[src/inc/pcr_pkg.sv]
// package: register map, field layout and carriers of the clock/reset regs
package pcr_pkg;

	// ------------------------------------------------------------
	// register offsets (byte address = 4 * index)
	// ------------------------------------------------------------
	localparam logic [3:0] IDX_SYNTH_MULT   = 4'h0;
	localparam logic [3:0] IDX_REF_DIV      = 4'h1;
	localparam logic [3:0] IDX_POST_DIV     = 4'h2;
	localparam logic [3:0] IDX_FLAGS        = 4'h3;
	localparam logic [3:0] IDX_IRQ_EN       = 4'h4;
	localparam logic [3:0] IDX_CLK_SEL      = 4'h5;
	localparam logic [3:0] IDX_LOOP_CTL     = 4'h6;
	localparam logic [3:0] IDX_TICK_CTL     = 4'h7;
	localparam logic [3:0] IDX_WDOG_CTL     = 4'h8;
	localparam logic [3:0] IDX_FACT_BYP     = 4'h9;
	localparam logic [3:0] IDX_FACT_CLK     = 4'hA;
	localparam logic [3:0] IDX_WDOG_ARM     = 4'hB;
	localparam logic [3:0] IDX_LAST         = 4'hB;

	// ------------------------------------------------------------
	// field positions
	// ------------------------------------------------------------
	localparam int MULT_W          = 6;
	localparam int POST_DIVIDER_W       = 5;
	localparam int FLG_TICK        = 7;
	localparam int FLG_POWER_ON    = 6;
	localparam int FLG_LOW_VOLT    = 5;
	localparam int FLG_SETTLE_CHG  = 4;
	localparam int FLG_LOCK        = 3;
	localparam int FLG_ILLEGAL     = 2;
	localparam int FLG_SELFCLK_CHG = 1;
	localparam int FLG_SELFCLK     = 0;
	localparam int SEL_LOOP_CHOOSE = 7;

	// ------------------------------------------------------------
	// reset values and write masks
	// ------------------------------------------------------------
	localparam logic [7:0] RST_BYTE     = 8'h00;
	localparam logic [7:0] IRQ_EN_MASK  = 8'h92;
	localparam logic [7:0] CLK_SEL_MASK = 8'hCB;
	localparam logic [7:0] WDOG_MASK    = 8'hC7;
	localparam logic [7:0] POST_DIVIDER_MASK = 8'h1F;
	localparam logic [7:0] W1C_MASK     = 8'hF6;

	// ------------------------------------------------------------
	// carriers
	// ------------------------------------------------------------
	typedef struct packed {
		logic [31:0] paddr;
		logic        psel;
		logic        penable;
		logic        pwrite;
		logic [31:0] pwdata;
	} pcr_apb_req_t;

	typedef struct packed {
		logic [31:0] prdata;
		logic        pready;
		logic        pslverr;
	} pcr_apb_rsp_t;

	typedef struct packed {
		logic [MULT_W-1:0]    multiplier;
		logic [MULT_W-1:0]    ref_divide;
		logic [POST_DIVIDER_W-1:0] post_divide;
		logic [1:0]           vco_range;
		logic [1:0]           ref_range;
	} pcr_synth_cfg_t;

	typedef struct packed {
		logic power_on;
		logic low_voltage;
		logic illegal_addr;
		logic other;
	} pcr_rst_src_t;

endpackage

[src/core/pcr_regs.sv]
// clock and reset generator register block with apb slave
//
// Notes on behaviour
// - reset pin in resets, open-drain out on internal reset
// - divider writes ignored while loop clock chosen
// - multiplier or reference divider write restarts lock detector
// - vco is 2*osc*(mult+1)/(ref_divide_field+1), 6-bit mult
// - post divider divides by 2n, zero passes through
// - tick flag bit 7 set per period, w1c
// - power-on flag bit 6, survives system resets
// - low-voltage flag bit 5, survives system resets
// - illegal flag bit 2, cleared by por/lvr
// - lock-change flag bit 4 on lock toggle
// - lock status bit 3, zero in self-clock
// - self-clock-change flag bit 1 on toggle
// - self-clock status bit 0 read-only
// - factory test registers read zero
// - registers decoded at base plus offset 0..B
// - enables 7,4,1 gate flag interrupt requests
// - loop clock choose cannot be set while unlocked; a clear is taken
//
// The APB slave port was decided locally.
`timescale 1ns/100ps
module pcr_regs
	import pcr_pkg::*;
#(
	parameter logic [31:0] BASE_ADDR = 32'h0000_0000
) (
	input  wire logic           mclk,
	input  wire logic           rst_b,
	input  wire pcr_apb_req_t   apb_req,
	output pcr_apb_rsp_t        apb_rsp,
	input  wire logic           reset_pin_in,
	output logic                reset_pin_out,
	output logic                reset_pin_oe,
	input  wire pcr_rst_src_t   rst_src,
	input  wire logic           tick_event,
	input  wire logic           lock_detect_in,
	input  wire logic           selfclock_in,
	output pcr_synth_cfg_t      synth_cfg,
	output logic                lock_detect_restart,
	output logic                loop_clock_choose,
	output logic [7:0]          loop_control,
	output logic [7:0]          tick_rate_control,
	output logic [7:0]          watchdog_control,
	output logic                watchdog_arm_strobe,
	output logic [7:0]          watchdog_arm_data,
	output logic                irq_tick,
	output logic                irq_settle_change,
	output logic                irq_selfclock_change
);

	// ------------------------------------------------------------
	// pin and status synchronisers
	// ------------------------------------------------------------
	// three stages; a change counts when stages two and three agree
	logic [2:0] pin_sync_reg;
	logic [2:0] lock_sync_reg;
	logic [2:0] scm_sync_reg;
	logic       pin_low_reg;
	logic       lock_raw_reg;
	logic       scm_reg;
	logic       scm_next;

	// status, lock view and change flag all move at one edge
	assign scm_next = (scm_sync_reg[2] == scm_sync_reg[1]) ?
	                  scm_sync_reg[2] : scm_reg;

	always_ff @(posedge mclk or negedge rst_b) begin
		if (!rst_b) begin
			pin_sync_reg  <= 3'h7;
			lock_sync_reg <= 3'h0;
			scm_sync_reg  <= 3'h0;
		end else begin
			pin_sync_reg  <= {pin_sync_reg[1:0], reset_pin_in};
			lock_sync_reg <= {lock_sync_reg[1:0], lock_detect_in};
			scm_sync_reg  <= {scm_sync_reg[1:0], selfclock_in};
		end
	end

	always_ff @(posedge mclk or negedge rst_b) begin
		if (!rst_b) begin
			pin_low_reg  <= 1'b0;
			lock_raw_reg <= 1'b0;
			scm_reg      <= 1'b0;
		end else begin
			if (pin_sync_reg[2] == pin_sync_reg[1])
				pin_low_reg <= ~pin_sync_reg[2];
			if (lock_sync_reg[2] == lock_sync_reg[1])
				lock_raw_reg <= lock_sync_reg[2];
			scm_reg <= scm_next;
		end
	end

	// ------------------------------------------------------------
	// system reset: pin drive and register reset
	// ------------------------------------------------------------
	// rst_b is the asynchronous por of this block; the pin and the
	// internal sources reset the clock settings synchronously.
	logic any_internal_rst;
	logic sys_rst;
	logic por_lvr;

	assign any_internal_rst = rst_src.power_on | rst_src.low_voltage |
	                          rst_src.illegal_addr | rst_src.other;
	assign sys_rst          = any_internal_rst | pin_low_reg;
	assign por_lvr          = rst_src.power_on | rst_src.low_voltage;

	always_ff @(posedge mclk or negedge rst_b) begin
		if (!rst_b) begin
			reset_pin_out <= 1'b0;
			reset_pin_oe  <= 1'b1;
		end else begin
			reset_pin_out <= 1'b0;
			reset_pin_oe  <= any_internal_rst;
		end
	end

	// ------------------------------------------------------------
	// apb decode
	// ------------------------------------------------------------
	logic       in_window;
	logic [3:0] idx;
	logic       wr_acc;
	logic       rd_acc;
	logic [31:0] rel_addr;
	logic [7:0] wbyte;

	assign rel_addr  = apb_req.paddr - BASE_ADDR;
	assign idx       = rel_addr[5:2];
	assign in_window = (rel_addr[31:6] == 26'h0) &&
	                   (rel_addr[1:0] == 2'h0) &&
	                   (idx <= IDX_LAST);
	assign wr_acc    = apb_req.psel && apb_req.penable && apb_req.pwrite &&
	                   !apb_rsp.pready;
	assign rd_acc    = apb_req.psel && apb_req.penable && !apb_req.pwrite &&
	                   !apb_rsp.pready;
	assign wbyte     = apb_req.pwdata[7:0];

	function automatic logic wr_hit(input logic [3:0] i);
		wr_hit = wr_acc && in_window && (idx == i);
	endfunction

	// ------------------------------------------------------------
	// synthesizer settings
	// ------------------------------------------------------------
	logic [7:0] synth_mult_reg;
	logic [7:0] ref_div_reg;
	logic [7:0] post_div_reg;
	logic       cfg_open;

	assign cfg_open = !loop_clock_choose;

	always_ff @(posedge mclk or negedge rst_b) begin
		if (!rst_b) begin
			synth_mult_reg <= RST_BYTE;
			ref_div_reg    <= RST_BYTE;
			post_div_reg   <= RST_BYTE;
		end else if (sys_rst) begin
			synth_mult_reg <= RST_BYTE;
			ref_div_reg    <= RST_BYTE;
			post_div_reg   <= RST_BYTE;
		end else if (cfg_open) begin
			if (wr_hit(IDX_SYNTH_MULT))
				synth_mult_reg <= wbyte;
			if (wr_hit(IDX_REF_DIV))
				ref_div_reg <= wbyte;
			if (wr_hit(IDX_POST_DIV))
				post_div_reg <= wbyte & POST_DIVIDER_MASK;
		end
	end

	// loop core takes the fields and forms vco and post division
	always_ff @(posedge mclk or negedge rst_b) begin
		if (!rst_b) begin
			synth_cfg <= '0;
		end else begin
			synth_cfg.multiplier  <= synth_mult_reg[MULT_W-1:0];
			synth_cfg.ref_divide  <= ref_div_reg[MULT_W-1:0];
			synth_cfg.post_divide <= post_div_reg[POST_DIVIDER_W-1:0];
			// range codes are copied as written; software owns them
			synth_cfg.vco_range   <= synth_mult_reg[7:6];
			synth_cfg.ref_range   <= ref_div_reg[7:6];
		end
	end

	// restart pulse; lock view is held low until the detector
	// has had a fresh cycle of input after the restart
	logic restart_hold_reg;

	always_ff @(posedge mclk or negedge rst_b) begin
		if (!rst_b) begin
			lock_detect_restart <= 1'b0;
			restart_hold_reg    <= 1'b0;
		end else begin
			lock_detect_restart <= cfg_open && !sys_rst &&
			    (wr_hit(IDX_SYNTH_MULT) || wr_hit(IDX_REF_DIV));
			restart_hold_reg <= lock_detect_restart;
		end
	end

	// ------------------------------------------------------------
	// lock status and change detection
	// ------------------------------------------------------------
	logic lock_reg;
	logic lock_next;

	always_comb begin
		lock_next = lock_raw_reg;
		if (scm_next || lock_detect_restart || restart_hold_reg)
			lock_next = 1'b0;
	end

	always_ff @(posedge mclk or negedge rst_b) begin
		if (!rst_b) begin
			lock_reg     <= 1'b0;
		end else begin
			lock_reg     <= lock_next;
		end
	end

	// ------------------------------------------------------------
	// flags register
	// ------------------------------------------------------------
	logic       tick_flag;
	logic       power_on_flag;
	logic       low_voltage_flag;
	logic       settle_change_flag;
	logic       illegal_address_flag;
	logic       selfclock_change_flag;
	logic [7:0] flag_clr;

	assign flag_clr = wr_hit(IDX_FLAGS) ? (wbyte & W1C_MASK) : 8'h00;

	// set term wins over a same-cycle clear
	function automatic logic w1c(input logic cur, input logic set,
	                             input logic clr);
		w1c = set | (cur & ~clr);
	endfunction

	always_ff @(posedge mclk or negedge rst_b) begin
		if (!rst_b) begin
			power_on_flag    <= 1'b1;
			low_voltage_flag <= 1'b0;
			illegal_address_flag <= 1'b0;
		end else begin
			power_on_flag <= w1c(power_on_flag, rst_src.power_on,
			                     flag_clr[FLG_POWER_ON]);
			low_voltage_flag <= w1c(low_voltage_flag, rst_src.low_voltage,
			                        flag_clr[FLG_LOW_VOLT]);
			if (por_lvr)
				illegal_address_flag <= 1'b0;
			else
				illegal_address_flag <= w1c(illegal_address_flag,
				    rst_src.illegal_addr, flag_clr[FLG_ILLEGAL]);
		end
	end

	always_ff @(posedge mclk or negedge rst_b) begin
		if (!rst_b) begin
			tick_flag             <= 1'b0;
			settle_change_flag    <= 1'b0;
			selfclock_change_flag <= 1'b0;
		end else if (sys_rst) begin
			tick_flag             <= 1'b0;
			settle_change_flag    <= 1'b0;
			selfclock_change_flag <= 1'b0;
		end else begin
			tick_flag <= w1c(tick_flag, tick_event,
			                 flag_clr[FLG_TICK]);
			settle_change_flag <= w1c(settle_change_flag,
			    lock_next ^ lock_reg, flag_clr[FLG_SETTLE_CHG]);
			selfclock_change_flag <= w1c(selfclock_change_flag,
			    scm_next ^ scm_reg, flag_clr[FLG_SELFCLK_CHG]);
		end
	end

	// ------------------------------------------------------------
	// enables, clock select and plain control registers
	// ------------------------------------------------------------
	logic [7:0] irq_en_reg;
	logic [7:0] clk_sel_reg;

	always_ff @(posedge mclk or negedge rst_b) begin
		if (!rst_b) begin
			irq_en_reg        <= RST_BYTE;
			loop_control      <= RST_BYTE;
			tick_rate_control <= RST_BYTE;
			watchdog_control  <= RST_BYTE;
		end else if (sys_rst) begin
			irq_en_reg        <= RST_BYTE;
			loop_control      <= RST_BYTE;
			tick_rate_control <= RST_BYTE;
			watchdog_control  <= RST_BYTE;
		end else begin
			if (wr_hit(IDX_IRQ_EN))
				irq_en_reg <= wbyte & IRQ_EN_MASK;
			if (wr_hit(IDX_LOOP_CTL))
				loop_control <= wbyte;
			if (wr_hit(IDX_TICK_CTL))
				tick_rate_control <= wbyte;
			if (wr_hit(IDX_WDOG_CTL))
				watchdog_control <= wbyte & WDOG_MASK;
		end
	end

	// choose bit drops on self-clock entry so the system clock
	// never stays on a loop that lost its reference
	always_ff @(posedge mclk or negedge rst_b) begin
		if (!rst_b) begin
			clk_sel_reg <= RST_BYTE;
		end else if (sys_rst) begin
			clk_sel_reg <= RST_BYTE;
		end else begin
			if (wr_hit(IDX_CLK_SEL)) begin
				clk_sel_reg <= wbyte & CLK_SEL_MASK;
				if (!lock_reg && !clk_sel_reg[SEL_LOOP_CHOOSE])
					clk_sel_reg[SEL_LOOP_CHOOSE] <= 1'b0;
				else if (!lock_reg)
					clk_sel_reg[SEL_LOOP_CHOOSE] <=
					    wbyte[SEL_LOOP_CHOOSE];
			end
			if (scm_reg)
				clk_sel_reg[SEL_LOOP_CHOOSE] <= 1'b0;
		end
	end

	assign loop_clock_choose = clk_sel_reg[SEL_LOOP_CHOOSE];

	// ------------------------------------------------------------
	// watchdog arm strobe
	// ------------------------------------------------------------
	always_ff @(posedge mclk or negedge rst_b) begin
		if (!rst_b) begin
			watchdog_arm_strobe <= 1'b0;
			watchdog_arm_data   <= RST_BYTE;
		end else begin
			watchdog_arm_strobe <= wr_hit(IDX_WDOG_ARM);
			if (wr_hit(IDX_WDOG_ARM))
				watchdog_arm_data <= wbyte;
		end
	end

	// ------------------------------------------------------------
	// interrupt requests
	// ------------------------------------------------------------
	always_ff @(posedge mclk or negedge rst_b) begin
		if (!rst_b) begin
			irq_tick             <= 1'b0;
			irq_settle_change    <= 1'b0;
			irq_selfclock_change <= 1'b0;
		end else begin
			irq_tick <= tick_flag & irq_en_reg[FLG_TICK];
			irq_settle_change <= settle_change_flag &
			                     irq_en_reg[FLG_SETTLE_CHG];
			irq_selfclock_change <= selfclock_change_flag &
			                        irq_en_reg[FLG_SELFCLK_CHG];
		end
	end

	// ------------------------------------------------------------
	// read mux and apb answer
	// ------------------------------------------------------------
	logic [7:0] rd_byte;

	always_comb begin
		rd_byte = 8'h00;
		unique case (idx)
			IDX_SYNTH_MULT: rd_byte = synth_mult_reg;
			IDX_REF_DIV:    rd_byte = ref_div_reg;
			IDX_POST_DIV:   rd_byte = post_div_reg;
			IDX_FLAGS:      rd_byte = {tick_flag, power_on_flag,
			                           low_voltage_flag, settle_change_flag,
			                           lock_reg, illegal_address_flag,
			                           selfclock_change_flag, scm_reg};
			IDX_IRQ_EN:     rd_byte = irq_en_reg;
			IDX_CLK_SEL:    rd_byte = clk_sel_reg;
			IDX_LOOP_CTL:   rd_byte = loop_control;
			IDX_TICK_CTL:   rd_byte = tick_rate_control;
			IDX_WDOG_CTL:   rd_byte = watchdog_control;
			default:        rd_byte = 8'h00;
		endcase
	end

	// one wait state: answer one edge after the access phase opens
	always_ff @(posedge mclk or negedge rst_b) begin
		if (!rst_b) begin
			apb_rsp <= '0;
		end else begin
			apb_rsp.pready  <= wr_acc || rd_acc;
			apb_rsp.pslverr <= (wr_acc || rd_acc) && !in_window;
			apb_rsp.prdata  <= (rd_acc && in_window) ?
			                   {24'h000000, rd_byte} : 32'h0000_0000;
		end
	end

endmodule

[config.mk]
export PLATFORM = sky130hd
export DESIGN_NAME = pcr_regs
export DESIGN_NICKNAME = d
export VERILOG_FILES = /design/src/inc/pcr_pkg.sv /design/src/core/pcr_regs.sv
export SDC_FILE = /design/constraint.sdc
export NUM_CORES = 1
export LEC_CHECK = 0
export ABC_AREA = 1
export BUFFER_PORTS_ARGS = -buffer_cell sky130_fd_sc_hd__buf_2
export CAP_MARGIN = 20
export CORE_UTILIZATION = 40
export CTS_CLUSTER_DIAMETER = 120
export DETAILED_ROUTE_END_ITERATION = 6
export PLACE_DENSITY = 0.7
export SLEW_MARGIN = 40
export SYNTH_ARGS = -nofsm -noshare
export SYNTH_HDL_FRONTEND = slang
export SYNTH_SLANG_ARGS = --single-unit
[constraint.sdc]
create_clock -name mclk -period 2.16 [get_ports mclk]
set_clock_uncertainty 0.1 [all_clocks]
set_input_delay 0.54 -clock mclk [delete_from_list [all_inputs] [get_ports mclk]]
set_output_delay 0.54 -clock mclk [all_outputs]
set_load 0.005 [all_outputs]
==> impl_metrics.py <==
metrics = {
    "critical_path": {
        "path_cells": "nand3b_1, nor2_4, nand2_4, nor2_2, nand2_1, o21ai_0",
        "worstReg2RegStart": "apb_rsp[1]",
        "worstPathArrival_ps": 2000,
        "reg2reg_to": "synth_mult_reg[0]",
        "endpoint_kind": "flop",
        "startpoint": "apb_rsp[1]",
        "worstPathRequired_ps": 2380,
        "path_max_fanout": 8,
        "regToRegSetupSlack_ps": 380,
        "cpPeakStageDelay_ps": 370,
        "critical_path_class": "flop to flop",
        "cp.depth": 6,
        "start_kind": "flop",
        "slowest_stage": "dfrtp_1",
        "reg2reg_depth": 6,
        "path_buf_inv": 0,
        "critPathTopFamily": "simple AND/OR/NAND/NOR gates",
    },
    "routing": {
        "wl_per_cell_um": 15.8,
        "ant_nets": 0,
        "drc_errors": 0,
        "drt-pass1-iter-count": 6,
        "viasPerCell": 4.87,
        "vias": 4101,
        "routed_wl_mm": 13.3,
        "drtIter0Drc": 348,
    },
    "sta": {
        "setup_viol": 0,
        "rsz0062_at_grt": "no",
        "hold_viol_final": 0,
        "fmax_mhz": 562,
        "finalSetupTns_ps": 0,
        "layout_min_cycle_time_ps": 1780,
        "drv_slew": 0,
        "timing.final.crit_share_pct": 82.4,
        "whs_ps": 126,
    },
    "die": {
        "std_cell_rows": 40,
        "die_area_um2": 12900,
        "die_x_um": 114,
        "coreArea_um2": 12100,
        "num_io_pins": 172,
        "die_h_um": 114,
        "start_util_pct": 41.3,
    },
    "clock_network": {
        "cts_buffers": 17,
        "htreeDepth": 4,
        "cts_root_buffer": "clkbuf_16",
        "cts-resized-gates": 0,
        "cts_tree": "done",
        "cts_sinks": 115,
        "cts-hold-fix-buffers": 1,
        "cts.path.max_buffers": 2,
        "clk_pin_slew_worst_paths_ps": 60,
        "insertion_delay_ps": 410,
        "post-cts-setup-buffers": 0,
    },
    "yosys": {
        "yosysTopAreaCellShare_pct": 55.3,
        "synth_edf_count": 0,
        "synthArstFlopShare_pct": 100,
        "yosys-top-cells-count": "110 x dfrtp_1, 108 x nand2_1, 50 x nand3_1",
        "yosysMostFrequentCell": "dfrtp_1",
        "ys_warn_count": 0,
        "synthCells": 520,
        "ys_seq_area_share_pct": 57.9,
        "synth.largest_area_cell": "dfrtp_1",
        "synth_ff_type": "dfrtp_1",
        "synth_cell_type_count": 38,
        "synth_area_leaders": "dfrtp_1 55%, nand2_1 8.1%, nand3_1 5.0%",
        "syn-cell-area_um2": 4980,
        "syn_avg_cell_area_um2": 9.58,
        "synth-seq-cells": 115,
    },
    "grt": {
        "grt_pass1_vias": 3901,
        "grt_pass1_wl_mm": 20.8,
        "grt_max_degree": 68,
        "grt.overflow.total": 0,
        "track_usage_pct": 21.6,
        "antenna_found_initial": 0,
    },
    "flow_run": {
        "maxCapViolations": 0,
    },
    "layout": {
        "drive_above_1_share_pct": 31.8,
        "n_antenna_cell": 0,
        "regMostFlops": "synth_cfg",
        "seq_area_um2": 2880,
        "finalInstanceArea_um2": 6370,
        "synthToLayoutAreaGrowth_pct": 28.0,
        "nFillCells": 1101,
        "top_regs": "synth_cfg: 21 flops, apb_rsp: 10 flops",
        "largest_reg_flops": 21,
        "multiInputGateArea_um2": 1750,
        "fin_nets": 738,
    },
    "power": {
        "p_leak_uw": 0.00336,
        "p_per_area_nw_per_um2": 830,
        "ir_worst_vdd_v": 0.000547,
    },
    "placed_design": {
        "place_area_um2": 5760,
        "gp_congestion": 0.950,
        "io_buffers": 119,
        "dp_hpwl_mm": 9.54,
    },
    "hold_path": {
        "min_to": "pin_sync_reg[0]",
        "hp-class": "input pin to flop",
        "hp-start": "reset_pin_in",
        "min_delay_path_depth": 1,
    },
    "run_status": {
        "status": "finished clean",
    },
}
==> how the worst max path moves through the flow <==
stage	endpoint	slack, ps
after floorplan	watchdog_arm_data[6]	360
after global placement	apb_rsp[4]	120
after detailed placement	ref_div_reg[4]	40
after CTS	ref_div_reg[4]	380
after global routing	synth_mult_reg[7]	220
final	synth_mult_reg[0]	380
==> stage by stage <==
step                      cells  util (%)  worst slack, ps  power, uW
after global routing        842      52.9              216       5460
after detailed placement    809      47.7             37.0       2450
after global placement      809      47.7              121       2450
final                       842      52.9              381       5290
after CTS                   842      52.9              375       5310
after floorplan             547         -              362       2350
==> routing by layer <==
metal | vias up | track usage, % | share of wire, %
met5 | - | 0 | 0
met4 | 0 | 9.82 | 3.0
met3 | 30 | 4.36 | 5.9
met2 | 164 | 34.1 | 47
met1 | 1976 | 28.8 | 44
li1 | 1931 | - | -
==> placed cells by master (no fill, tap or decap), types with 2 or more instances in the layout <==
master / Yosys / layout
bufinv_16: 0 / 3
o21ai_0: 34 / 34
nand3_2: 6 / 6
o21ai_1: 6 / 6
nor2_4: 2 / 3
o211ai_1: 2 / 2
nand2_2: 2 / 2
nand4_1: 11 / 11
clkbuf_16: 0 / 17
nor2_2: 4 / 3
clkinvlp_4: 0 / 2
inv_2: 2 / 2
buf_12: 0 / 3
clkinv_4: 1 / 5
o21ai_2: 18 / 18
a21oi_1: 10 / 10
buf_4: 28 / 12
nor3_1: 3 / 3
nor2_1: 47 / 47
dfrtp_1: 110 / 110
nand2_4: 4 / 4
inv_1: 42 / 42
buf_2: 4 / 118
dfstp_2: 5 / 5
nand3_1: 50 / 50
inv_6: 0 / 3
nor3_4: 2 / 2
conb_1: 1 / 28
nand2_1: 108 / 108
clkinv_2: 0 / 3
==> power breakdown <==
| group | leakage (uW) | switching (uW) | internal, uW | total, uW |
|---|---|---|---|---|
| logic | 0.00151 | 151 | 72.7 | 224 |
| clock network | 0.000294 | 1050 | 1820 | 2870 |
| registers | 0.00156 | 13.2 | 2180 | 2190 |
==> cell families (layout without fill, tap and decap cells) <==
family                   Yosys count  after routing  synth area share [%]
flip-flops                       115            115                  57.9
other                              1             28                0.0753
buffers and inverters             85            212                  9.17
XOR/XNOR                           1              1                 0.176
adder cells (fa/ha/maj)            1              1                 0.201
AO/OA/AOI/OAI                     73             73                  8.94
AND/OR/NAND/NOR                  244            244                  23.5
==> area by class of cell <==
type	instances	area share, %
Clock buffer	17	6.67
Tap cell	168	3.30
Inverter	46	2.79
Timing Repair Buffer	134	11.8
Clock inverter	15	2.85
Sequential cell	115	45.2
Multi-Input combinational cell	347	27.4
==> worst register-to-register path: cells and delay by family, from the launching register on <==
| family | cells | cell delay, ps |
|---|---|---|
| AO/OA/AOI/OAI | 1 | 230 |
| AND/OR/NAND/NOR | 5 | 1000 |
| flip-flops | 1 | 370 |
Note: power is estimated with default switching activity, not from simulation.
